--- src/design/usc_pkg.sv ---
// package of constants and types for the universal serial shift core
package usc_pkg;

	// ========================================================
	// register map (byte addresses, one 32-bit word each)
	localparam logic [4:0] USC_CTRL_OFF = 5'h00;
	localparam logic [4:0] USC_STATUS_OFF = 5'h04;
	localparam logic [4:0] USC_DATA_OFF = 5'h08;
	localparam logic [4:0] USC_BUFFER_OFF = 5'h0c;
	localparam logic [4:0] USC_PORT_OFF = 5'h10;
	localparam logic [4:0] USC_MASK_OFF = 5'h14;

	// ========================================================
	// control word fields
	localparam int USC_CTRL_TOGGLE_BIT = 0;
	localparam int USC_CTRL_STROBE_BIT = 1;
	localparam int USC_CTRL_CS_LSB = 2;
	localparam int USC_CTRL_WM_LSB = 4;

	// status word fields
	localparam int USC_ST_START_BIT = 7;
	localparam int USC_ST_WRAP_BIT = 6;
	localparam int USC_ST_STOP_BIT = 5;
	localparam int USC_ST_COLL_BIT = 4;
	localparam int USC_ST_CNT_LSB = 0;

	// port word fields
	localparam int USC_PORT_DDIR_BIT = 0;
	localparam int USC_PORT_CDIR_BIT = 1;
	localparam int USC_PORT_DVAL_BIT = 2;
	localparam int USC_PORT_CVAL_BIT = 3;

	// ========================================================
	// reset values and counts
	localparam logic [7:0] USC_BYTE_RST = 8'h00;
	localparam logic [3:0] USC_CNT_RST = 4'h0;
	localparam logic [3:0] USC_CNT_LAST = 4'hf;
	localparam logic [3:0] USC_CNT_STEP = 4'h1;
	localparam logic [31:0] USC_WORD_ZERO = 32'h0000_0000;

	// ========================================================
	// modes
	typedef enum logic [1:0] {
		USC_WM_NONE,
		USC_WM_THREE,
		USC_WM_TWO,
		USC_WM_TWO_HOLD
	} usc_wire_mode_t;

	typedef enum logic [1:0] {
		USC_CS_SOFT,
		USC_CS_TIMER,
		USC_CS_EXT_POS,
		USC_CS_EXT_NEG
	} usc_clock_sel_t;

	// ========================================================
	// avalon-mm request from the master
	typedef struct packed {
		logic read;
		logic write;
		logic [4:0] address;
		logic [3:0] byteenable;
		logic [31:0] writedata;
	} usc_bus_req_t;

	// pin drive towards the pads
	typedef struct packed {
		logic data_out;
		logic data_oe;
		logic clock_out;
		logic clock_oe;
	} usc_pin_drive_t;

endpackage

--- src/design/usc_core.sv ---
// universal serial shift core: shift data, counter, flags, capture buffer, avalon-mm slave
// Notes on behaviour
// - two-wire: stop condition sets stop flag; write one clears; never interrupts
// - collision bit reads one when data bit 7 differs from data pin level
// - status low nibble shows live counter; software may read or overwrite it
// - counter steps once per strobe or timer match, and on both edges of an external clock
// - external source with strobe select set: each toggle write clocks counter
// - counter still takes external clock when wire mode is none
// - shift register still uses data and clock pins when wire mode is none
// - each selected clock shifts data register one place toward msb
// - software write in same cycle as a shift clock wins; shift skipped
// - data output pin driven from msb through output latch, per wire mode
// - latch open first half of external clock cycle; always open internally
// - new msb written while latch open changes output at once
// - shift data reaches the pin only while its direction bit is one
// - completed transfer copies data register into capture buffer
// - counter wrap 15 to 0 sets wrap flag; write one clears; releases hold
// - start flag: start condition in two-wire, any clock edge otherwise; w1c
// - select 00 strobe, 01 timer match, 10/11 external rising/falling edge
//
// The implementer's own choices: the Avalon-MM slave port and the address map.
`timescale 1ns/10ps
module usc_core
(
	// clock and reset
	input wire logic clk_i,
	input wire logic rst_b_i,
	// avalon-mm slave
	input usc_pkg::usc_bus_req_t bus_i,
	output logic [31:0] readdata_o,
	output logic waitrequest_o,
	// timer compare match, same clock domain
	input wire logic timer_match_i,
	// serial pins
	input wire logic serial_in_pin_i,
	input wire logic serial_clock_pin_i,
	output usc_pkg::usc_pin_drive_t pins_o,
	// interrupt
	output logic irq_o
);
	import usc_pkg::*;

	// ========================================================
	// pin synchronisers
	logic scl_meta_reg;
	logic scl_sync_reg;
	logic scl_prev_reg;
	logic sda_meta_reg;
	logic sda_sync_reg;
	logic sda_prev_reg;

	always_ff @(posedge clk_i)
	begin
		if (!rst_b_i)
		begin
			scl_meta_reg <= 1'b0;
			scl_sync_reg <= 1'b0;
			scl_prev_reg <= 1'b0;
			sda_meta_reg <= 1'b0;
			sda_sync_reg <= 1'b0;
			sda_prev_reg <= 1'b0;
		end
		else
		begin
			scl_meta_reg <= serial_clock_pin_i;
			scl_sync_reg <= scl_meta_reg;
			scl_prev_reg <= scl_sync_reg;
			sda_meta_reg <= serial_in_pin_i;
			sda_sync_reg <= sda_meta_reg;
			sda_prev_reg <= sda_sync_reg;
		end
	end

	logic scl_rise;
	logic scl_fall;
	logic start_cond;
	logic stop_cond;
	assign scl_rise = scl_sync_reg & ~scl_prev_reg;
	assign scl_fall = ~scl_sync_reg & scl_prev_reg;
	// data edge while clock stays high
	assign start_cond = sda_prev_reg & ~sda_sync_reg & scl_sync_reg & scl_prev_reg;
	assign stop_cond = ~sda_prev_reg & sda_sync_reg & scl_sync_reg & scl_prev_reg;

	// ========================================================
	// bus slave: one wait cycle, then the access completes
	function automatic logic usc_hit(input logic [4:0] addr, input logic [4:0] off);
		usc_hit = (addr == off);
	endfunction

	logic wr_fire;
	logic wr_lane;
	logic [7:0] wd;
	assign wr_fire = bus_i.write & ~waitrequest_o;
	assign wr_lane = wr_fire & bus_i.byteenable[0];
	assign wd = bus_i.writedata[7:0];

	logic wr_ctrl;
	logic wr_status;
	logic wr_data;
	logic wr_port;
	logic wr_mask;
	assign wr_ctrl = wr_lane & usc_hit(bus_i.address, USC_CTRL_OFF);
	assign wr_status = wr_lane & usc_hit(bus_i.address, USC_STATUS_OFF);
	assign wr_data = wr_lane & usc_hit(bus_i.address, USC_DATA_OFF);
	assign wr_port = wr_lane & usc_hit(bus_i.address, USC_PORT_OFF);
	assign wr_mask = wr_lane & usc_hit(bus_i.address, USC_MASK_OFF);

	always_ff @(posedge clk_i)
	begin
		if (!rst_b_i)
			waitrequest_o <= 1'b1;
		else if ((bus_i.read | bus_i.write) & waitrequest_o)
			waitrequest_o <= 1'b0;
		else
			waitrequest_o <= 1'b1;
	end

	// ========================================================
	// control, port and mask registers
	usc_wire_mode_t wire_mode_select_reg;
	usc_clock_sel_t clock_source_select_reg;
	logic count_by_toggle_reg;
	logic [3:0] port_reg;
	logic [1:0] irq_mask_reg;

	logic strobe_wr;
	logic toggle_wr;
	assign strobe_wr = wr_ctrl & wd[USC_CTRL_STROBE_BIT];
	assign toggle_wr = wr_ctrl & wd[USC_CTRL_TOGGLE_BIT];

	always_ff @(posedge clk_i)
	begin
		if (!rst_b_i)
		begin
			wire_mode_select_reg <= USC_WM_NONE;
			clock_source_select_reg <= USC_CS_SOFT;
			count_by_toggle_reg <= 1'b0;
		end
		else if (wr_ctrl)
		begin
			wire_mode_select_reg <= usc_wire_mode_t'(wd[USC_CTRL_WM_LSB +: 2]);
			clock_source_select_reg <= usc_clock_sel_t'(wd[USC_CTRL_CS_LSB +: 2]);
			// strobe bit doubles as counter source select for external clocking
			count_by_toggle_reg <= wd[USC_CTRL_STROBE_BIT];
		end
	end

	always_ff @(posedge clk_i)
	begin
		if (!rst_b_i)
			port_reg <= USC_CNT_RST;
		else if (wr_port)
			port_reg <= wd[3:0];
		else if (toggle_wr)
			port_reg[USC_PORT_CVAL_BIT] <= ~port_reg[USC_PORT_CVAL_BIT];
	end

	always_ff @(posedge clk_i)
	begin
		if (!rst_b_i)
			irq_mask_reg <= 2'h0;
		else if (wr_mask)
			irq_mask_reg <= wd[USC_ST_WRAP_BIT +: 2];
	end

	// ========================================================
	// clock event selection
	logic shift_evt;
	logic count_evt;

	always_comb
	begin
		shift_evt = 1'b0;
		count_evt = 1'b0;
		case (clock_source_select_reg)
			USC_CS_SOFT:
			begin
				shift_evt = strobe_wr;
				count_evt = strobe_wr;
			end
			USC_CS_TIMER:
			begin
				shift_evt = timer_match_i;
				count_evt = timer_match_i;
			end
			USC_CS_EXT_POS:
			begin
				// pin edges count in every wire mode, none included
				shift_evt = scl_rise;
				count_evt = count_by_toggle_reg ? toggle_wr : (scl_rise | scl_fall);
			end
			default:
			begin
				shift_evt = scl_fall;
				count_evt = count_by_toggle_reg ? toggle_wr : (scl_rise | scl_fall);
			end
		endcase
	end

	// ========================================================
	// shift data register and capture buffer
	logic [7:0] shift_data_reg;
	logic [7:0] shift_data_next;
	logic [7:0] capture_buffer_reg;
	logic [3:0] transfer_count_reg;
	logic wrap_evt;

	always_comb
	begin
		shift_data_next = shift_data_reg;
		if (wr_data)
			shift_data_next = wd;
		else if (shift_evt)
			shift_data_next = {shift_data_reg[6:0], sda_sync_reg};
	end

	always_ff @(posedge clk_i)
	begin
		if (!rst_b_i)
			shift_data_reg <= USC_BYTE_RST;
		else
			shift_data_reg <= shift_data_next;
	end

	assign wrap_evt = count_evt & ~wr_status & (transfer_count_reg == USC_CNT_LAST);

	always_ff @(posedge clk_i)
	begin
		if (!rst_b_i)
			capture_buffer_reg <= USC_BYTE_RST;
		else if (wrap_evt)
			capture_buffer_reg <= shift_data_next;
	end

	// ========================================================
	// transfer counter
	always_ff @(posedge clk_i)
	begin
		if (!rst_b_i)
			transfer_count_reg <= USC_CNT_RST;
		else if (wr_status)
			transfer_count_reg <= wd[USC_ST_CNT_LSB +: 4];
		else if (count_evt)
			transfer_count_reg <= transfer_count_reg + USC_CNT_STEP;
	end

	// ========================================================
	// status flags: a set in the clearing cycle wins, except wrap, which any status write suppresses
	logic start_seen_flag_reg;
	logic count_wrap_flag_reg;
	logic stop_seen_flag_reg;
	logic output_collision_bit_reg;
	logic two_wire;
	logic start_set;
	assign two_wire = wire_mode_select_reg[1];
	assign start_set = two_wire ? start_cond : (scl_rise | scl_fall);

	always_ff @(posedge clk_i)
	begin
		if (!rst_b_i)
		begin
			start_seen_flag_reg <= 1'b0;
			count_wrap_flag_reg <= 1'b0;
			stop_seen_flag_reg <= 1'b0;
		end
		else
		begin
			start_seen_flag_reg <= start_set |
				(start_seen_flag_reg & ~(wr_status & wd[USC_ST_START_BIT]));
			count_wrap_flag_reg <= wrap_evt |
				(count_wrap_flag_reg & ~(wr_status & wd[USC_ST_WRAP_BIT]));
			stop_seen_flag_reg <= (two_wire & stop_cond) |
				(stop_seen_flag_reg & ~(wr_status & wd[USC_ST_STOP_BIT]));
		end
	end

	always_ff @(posedge clk_i)
	begin
		if (!rst_b_i)
			output_collision_bit_reg <= 1'b0;
		else
			output_collision_bit_reg <= shift_data_reg[7] ^ sda_sync_reg;
	end

	// stop flag stays out of the interrupt on purpose
	always_ff @(posedge clk_i)
	begin
		if (!rst_b_i)
			irq_o <= 1'b0;
		else
			irq_o <= |({start_seen_flag_reg, count_wrap_flag_reg} & irq_mask_reg);
	end

	// ========================================================
	// output latch and pin drive
	logic latch_open;
	logic out_latch_reg;
	logic out_latch_next;
	logic clk_hold;
	usc_pin_drive_t pins_next;

	// next clock port value, so a toggle or port write shows on the same edge
	function automatic logic pins_next_clk_val(input logic [3:0] p, input logic tg,
		input logic wp, input logic [7:0] d);
		if (wp)
			pins_next_clk_val = d[USC_PORT_CVAL_BIT];
		else
			pins_next_clk_val = p[USC_PORT_CVAL_BIT] ^ tg;
	endfunction

	// external clock: open in the half opposite to the sampling edge
	assign latch_open = ~clock_source_select_reg[1] |
		(scl_sync_reg == clock_source_select_reg[0]);
	// feed from the next value so a written msb shows on the same edge
	assign out_latch_next = latch_open ? shift_data_next[7] : out_latch_reg;

	always_ff @(posedge clk_i)
	begin
		if (!rst_b_i)
			out_latch_reg <= 1'b0;
		else
			out_latch_reg <= out_latch_next;
	end

	assign clk_hold = (start_seen_flag_reg & ~(wr_status & wd[USC_ST_START_BIT])) |
		((wire_mode_select_reg == USC_WM_TWO_HOLD) & count_wrap_flag_reg &
		~(wr_status & wd[USC_ST_WRAP_BIT]));

	always_comb
	begin
		pins_next.data_out = port_reg[USC_PORT_DVAL_BIT];
		pins_next.data_oe = port_reg[USC_PORT_DDIR_BIT];
		pins_next.clock_out = port_reg[USC_PORT_CVAL_BIT];
		pins_next.clock_oe = port_reg[USC_PORT_CDIR_BIT];
		if (wire_mode_select_reg == USC_WM_THREE)
			pins_next.data_out = out_latch_next;
		else if (two_wire)
		begin
			// open drain: enable means pull low
			pins_next.data_out = 1'b0;
			pins_next.data_oe = port_reg[USC_PORT_DDIR_BIT] &
				(~out_latch_next | ~port_reg[USC_PORT_DVAL_BIT]);
			pins_next.clock_out = 1'b0;
			pins_next.clock_oe = port_reg[USC_PORT_CDIR_BIT] &
				(~pins_next_clk_val(port_reg, toggle_wr, wr_port, wd) | clk_hold);
		end
	end

	always_ff @(posedge clk_i)
	begin
		if (!rst_b_i)
			pins_o <= '0;
		else
			pins_o <= pins_next;
	end

	// ========================================================
	// read data, set up in the wait cycle
	logic [7:0] status_view;
	assign status_view = {start_seen_flag_reg, count_wrap_flag_reg, stop_seen_flag_reg,
		output_collision_bit_reg, transfer_count_reg};

	always_ff @(posedge clk_i)
	begin
		if (!rst_b_i)
			readdata_o <= USC_WORD_ZERO;
		else if (bus_i.read & waitrequest_o)
		begin
			// strobe and toggle bits always read as zero
			if (usc_hit(bus_i.address, USC_CTRL_OFF))
				readdata_o <= {24'h0, 2'h0, wire_mode_select_reg, clock_source_select_reg, 2'h0};
			else if (usc_hit(bus_i.address, USC_STATUS_OFF))
				readdata_o <= {24'h0, status_view};
			else if (usc_hit(bus_i.address, USC_DATA_OFF))
				readdata_o <= {24'h0, shift_data_reg};
			else if (usc_hit(bus_i.address, USC_BUFFER_OFF))
				readdata_o <= {24'h0, capture_buffer_reg};
			else if (usc_hit(bus_i.address, USC_PORT_OFF))
				readdata_o <= {28'h0, port_reg};
			else if (usc_hit(bus_i.address, USC_MASK_OFF))
				readdata_o <= {24'h0, irq_mask_reg, 6'h00};
			else
				readdata_o <= USC_WORD_ZERO;
		end
	end

endmodule // usc_core

--- config.mk ---
export PLATFORM = sky130hd
export DESIGN_NAME = usc_core
export DESIGN_NICKNAME = d
export VERILOG_FILES = /design/src/design/usc_pkg.sv /design/src/design/usc_core.sv
export SDC_FILE = /design/constraint.sdc
export NUM_CORES = 1
export LEC_CHECK = 0
export ABC_AREA = 1
export BUFFER_PORTS_ARGS = -buffer_cell sky130_fd_sc_hd__buf_2
export CAP_MARGIN = 20
export CORE_ASPECT_RATIO = 1.75
export CORE_UTILIZATION = 40
export CTS_CLUSTER_SIZE = 28
export DETAILED_ROUTE_END_ITERATION = 7
export GPL_TIMING_DRIVEN = 0
export HOLD_SLACK_MARGIN = 0.1
export PLACE_DENSITY = 0.75
export SETUP_SLACK_MARGIN = 0.05
export SLEW_MARGIN = 40
export SYNTH_ARGS = -nofsm -noshare
export SYNTH_HDL_FRONTEND = slang
export SYNTH_SLANG_ARGS = --single-unit
--- constraint.sdc ---
create_clock -name clk_i -period 2.3 [get_ports clk_i]
set_input_delay 0.345 -clock clk_i [delete_from_list [all_inputs] [get_ports clk_i]]
set_output_delay 0.345 -clock clk_i [all_outputs]
set_load 0.01 [all_outputs]
# --- Yosys cells after proc, flatten, opt, wreduce, memory -nomap -nowiden ---
# Cells that the tools add are included.
classes:
  bitwise: 58
  reduce_logical: 5
  n_mux: 24
  n_addsub: 1
  eq_ne: 11
ops:
  columns: ["cell", "count"]
  rows:
  - ["$mux W8", 8]
  - ["$and A1 B1 Y1", 32]
  - ["$not A1 Y1", 14]
  - ["$mux W4", 3]
  - ["$eq A5 B4 Y1 const B", 2]
  - ["$eq A5 B5 Y1 const B", 2]
  - ["$mux W1", 10]
  - ["$or A1 B1 Y1", 9]
  - ["$eq A5 B3 Y1 const B", 1]
  - ["$logic_not A5 Y1", 1]
  - ["$add A4 B1 Y4 const B", 1]
  - ["$eq A2 B1 Y1 const B", 2]
  - ["$eq A2 B2 Y1 const B", 2]
  - ["$eq A4 B4 Y1 const B", 1]
  - ["$reduce_bool A2 Y1", 2]
  - ["$mux W3", 1]
  - ["$pmux W1 S3", 1]
  - ["$and A2 B2 Y2", 1]
  - ["$logic_not A2 Y1", 1]
  - ["$pmux W1 S2", 1]
  - ["$reduce_or A2 Y1", 1]
  - ["$xor A1 B1 Y1", 2]
  - ["$eq A1 B1 Y1", 1]
totals:
  in_bits: 48
  output_inout_bits: 38
  register_bits: 80

# --- Depth between registers and ports, before layout ---
depth:
  ltp_word: 14
  depth_mapped: 14
  mapped_depth_nobuf: 13

# --- Least setup slack after synthesis ---
# OpenSTA, ideal clock, no wires.
synth_timing:
  path_type: "input-to-reg"
  startpoint: "in bus_i[37] (netlist bit)"
  endpoint: "reg pins_o[0] (netlist bit)"
  required_time_ns: 2.177
  t_arrival_ns: 1.491
  setup_slack_ns: 0.686
  stages: 10
  setup_time_ns: 0.123
  path_cell_list: "nor2_2 > inv_1 > nor3_4 > nand2_1 > nor2_4 > inv_2 > o21ai_0 > inv_1 > a21oi_1 > a21oi_1"
synth_via:
  elab_chain_cells: 12
  elab_cells_between_ends: 23
  classes_between: "eq/ne: 2; mux: 5; bitwise: 15; reduce/logical: 1"
synth_lines:
  columns: ["item", "line", "text"]
  rows:
  - ["from (decl)", "usc_core.sv:29", "input usc_pkg::usc_bus_req_t bus_i,"]
  - ["$logic_not A5 Y1", "usc_core.sv:87", "usc_hit = (addr == off);"]
  - ["$and A1 B1 Y1", "usc_core.sv:102", "assign wr_ctrl = wr_lane & usc_hit(bus_i.address, USC_CTRL_OFF);"]
  - ["$and A1 B1 Y1", "usc_core.sv:129", "assign toggle_wr = wr_ctrl & wd[USC_CTRL_TOGGLE_BIT];"]
  - ["$xor A1 B1 Y1", "usc_core.sv:308", "pins_next_clk_val = p[USC_PORT_CVAL_BIT] ^ tg;"]
  - ["$mux W1", "usc_core.sv:305", "if (wp)"]
  - ["$mux W1", "usc_core.sv:337", "else if (two_wire)"]
  - ["$mux W1", "usc_core.sv:335", "if (wire_mode_select_reg == USC_WM_THREE)"]
  - ["$not A1 Y1", "usc_core.sv:345", "(~pins_next_clk_val(port_reg, toggle_wr, wr_port, wd) | clk_hold);"]
  - ["$or A1 B1 Y1 (*)", "usc_core.sv:345", null]
  - ["$and A1 B1 Y1 (*)", "usc_core.sv:344", "pins_next.clock_oe = port_reg[USC_PORT_CDIR_BIT] &"]
  - ["$mux W4 (*)", "usc_core.sv:337", null]
  - ["$mux W3 (*)", "usc_core.sv:335", null]
  - ["to (signal assigned)", "usc_core.sv:354", "pins_o <= pins_next;"]
  - ["to (decl)", "usc_core.sv:37", "output usc_pkg::usc_pin_drive_t pins_o,"]
# Every way passes the cells marked *; elsewhere a longest branch is shown, timed or not. The select of a mux whose other input is x is not followed.
# A chain may end at the register's enable or synchronous reset.

# --- Final worst setup path ---
# Same ends and word-level chain as after synthesis.

==> reports/metrics.cfg <==
[power]
power.density_nw_per_um2 = 589
clkPwrFrac_pct = 42.4
power.combinational.fraction_pct = 8.6
swShare_pct = 22.9
p_seq_share_pct = 49.0
p_int_mw = 1.56
power_mw = 2.03
leakagePower_nw = 1.66
ir_drop_mv = 0.744
switchingPower_mw = 0.463

[cts]
cts_buffer_depth = 2
cts_made_buffers = 5
cts_root_buf = clkbuf_16
cts_sinks = 56
htreeDepth = 2
clk_pin_slew_ns = 0.07
hold_buffers = 0
cts_setup_buffers = 0
tritoncts = built
cts_resized = 0
worstSkewPairLatency_ns = 0.30

[layout]
final_layout_size_suffix_gt1_share_pct = 18.5
antennaDiodeCount = 0
register_area_sq_um = 1120
nNetsFinal = 532
fill_cells = 698
syn_to_final_growth_pct = 17.8
multi_input_area_sq_um = 1410
finalNonFillerCells = 566

[logic_synthesis]
synth_seq_cells = 56
ys_types = 36
synthCells = 418
yosys_warnings = 0
yosysSeqAreaShare_pct = 38.4
synth.avg_cell_area_sq_um = 6.98
syn_area_sq_um = 2920

[hold_path]
hold_path.class = in -> reg

[placed_design]
io_buffers = 33
dpl_worst_slack_ns = 0.0657
hpwl_mm = 6.15
gp_congestion = 1.02
place_inst = 558

[floorplanning]
pin_count = 86
fp.dieH_um = 115
die_x_um = 66.6
die_area_sq_um = 7650
rows = 40
initial_core_util_pct = 41.9
core-area_sq_um = 6960

[grt]
first_global_vias = 2573
antenna_found_initial = 0
grt_max_degree = 17
grt_usage_pct = 21.6
grt_pass1_wl_mm = 12.3
grt-ovfl-total = 0

[setup_path]
path_class = in -> reg
startpoint_type = primary input
cp.required_ns = 2.46
crit_path_end_kind = register
worst-endpoint-arrival_ns = 2.11
critPathMaxFanout = 8

[route]
drc = 0
wl_mm = 7.76
drtPass1Iterations = 4
vias_per_cell = 5.04
post_drt_wl_per_cell_um = 13.7
postRouteAntennaNets = 0
vias = 2855
drtIter0Drc = 164

[timing]
slew_headroom_pct = 58.9
rsz0062_at_grt = no
finalCritPeriodShare_pct = 84.8
setup_ws_ns = 0.349
fmax_mhz = 512
tightestPinTransition_ns = 0.616
slew_viol_final = 0
setup_tns_ns = 0
finalHoldViolCount = 0
period_minus_slack_ns = 1.95
fin_hold_ws_ns = 0.234
setup-violations-final = 0
fin_skew_ns = 0.0131

[flow_run]
drv_cap = 0

[status]
status = finished, final reports clean

[placed cells by master, fill, tap and decap left out, types with 2 or more instances in the layout]
cell type  synthesis  layout
a21oi_1           35      35
buf_2              1      34
buf_4             26      26
clkbuf_1           5       6
clkbuf_16          0       5
clkinv_2           1       2
conb_1             1      24
dfxtp_1           56      56
ha_1               3       3
inv_1             58      58
nand2_1           95      95
nand2_2            5       5
nand3_1           17      17
nand4_1            2       2
nor2_1            40      40
nor2_2             2       2
nor2_4             4       4
nor3_1             5       5
o2111ai_1          4       4
o211ai_1           9       9
o21ai_0           30      30
o221ai_1           2       2
o22ai_1            2       2
or2_2              2       2
[stage by stage]
stage / utilization [%] / cell area (sq um)
2_1_floorplan: - / 3000
3_3_place_gp: 47.1 / 3270
3_5_place_dp: 47.1 / 3270
4_1_cts: 49.4 / 3440
5_1_grt: 49.4 / 3440
6_report: 49.4 / 3440
[critical path: stages]
cell	delay [ns]
buf_2	0.10
nor2_2	0.16
inv_1	0.10
nor3_4	0.19
nand2_1	0.17
nor2_4	0.21
inv_2	0.14
o21ai_0	0.24
inv_1	0.07
a21oi_1	0.24
a21oi_1	0.14
[power by group through the flow]
stage / logic [mW] / clock network [mW] / registers (mW)
finish: 0.173 / 0.859 / 0.993
detailed placement: 0.171 / 0 / 1.02
global placement: 0.170 / 0 / 1.01
global route: 0.189 / 0.912 / 0.994
CTS: 0.172 / 0.872 / 0.992
floorplan: 0.109 / 0 / 1.02
[cell usage after synthesis]
library cell	number	area (sq um)
clkinv_1	1	3.75
buf_1	1	3.75
nor2_2	2	12.5
clkbuf_8	1	13.8
o41ai_1	1	8.76
nand3_2	1	10.0
nor3_4	1	16.3
a21oi_1	35	175
inv_2	1	3.75
nor2_1	40	150
o21ai_0	30	150
clkbuf_1	5	18.8
nand2_2	5	31.3
nand3_1	17	85.1
nand2_1	95	357
nand2_4	1	11.3
buf_2	1	5.00
o22ai_1	2	12.5
o2111ai_1	4	35.0
nor3_1	5	25.0
or2_2	2	12.5
buf_4	26	195
dfxtp_1	56	1120
inv_1	58	218
nand4_1	2	12.5
clkinv_2	1	5.00
o221ai_1	2	17.5
o21ai_1	1	5.00
conb_1	1	3.75
nand4_2	1	12.5
ha_1	3	37.5
nand3_4	1	17.5
buf_6	1	11.3
nor2_4	4	45.0
o211ai_1	9	67.6
o21a_1	1	7.51
[cell families (layout without fill, tap and decap cells)]
kind of cell / after synthesis / in the layout / synth area share, %
AO/OA/AOI/OAI: 85 / 85 / 16.4
adder cells (fa/ha/maj): 3 / 3 / 1.29
buffers and inverters: 96 / 137 / 16.4
flip-flops: 56 / 56 / 38.4
other: 1 / 24 / 0.129
AND/OR/NAND/NOR: 177 / 177 / 27.4
[layout make-up]
class,count,area share [%]
multi-input cells,289,40.9
flip-flops and latches,56,32.6
plain buffers,35,7.21
inverters,61,6.70
repair buffers,33,4.80
clock buffers,6,3.75
well taps,84,3.06
clock inverters,2,1.02
[per-layer routing]
metal  vias to the layer above  global-route usage [%]  wire length, um
met5                         -                       0                0
li1                       1417                       -                -
met2                       130                    37.0             3810
met3                        37                    3.27              452
met4                         0                    18.3              661
met1                      1271                    22.4             2840
[final timing paths]
check	startpoint	to	slack, ns	cells after the start
min reg2reg	sda_meta_reg	sda_sync_reg	0.42	2
min	serial_in_pin_i	sda_meta_reg	0.23	3
max	bus_i[37]	pins_o[0]	0.35	11
max reg2reg	waitrequest_o	pins_o[0]	0.40	8
Power figures use the tool's default switching activity.
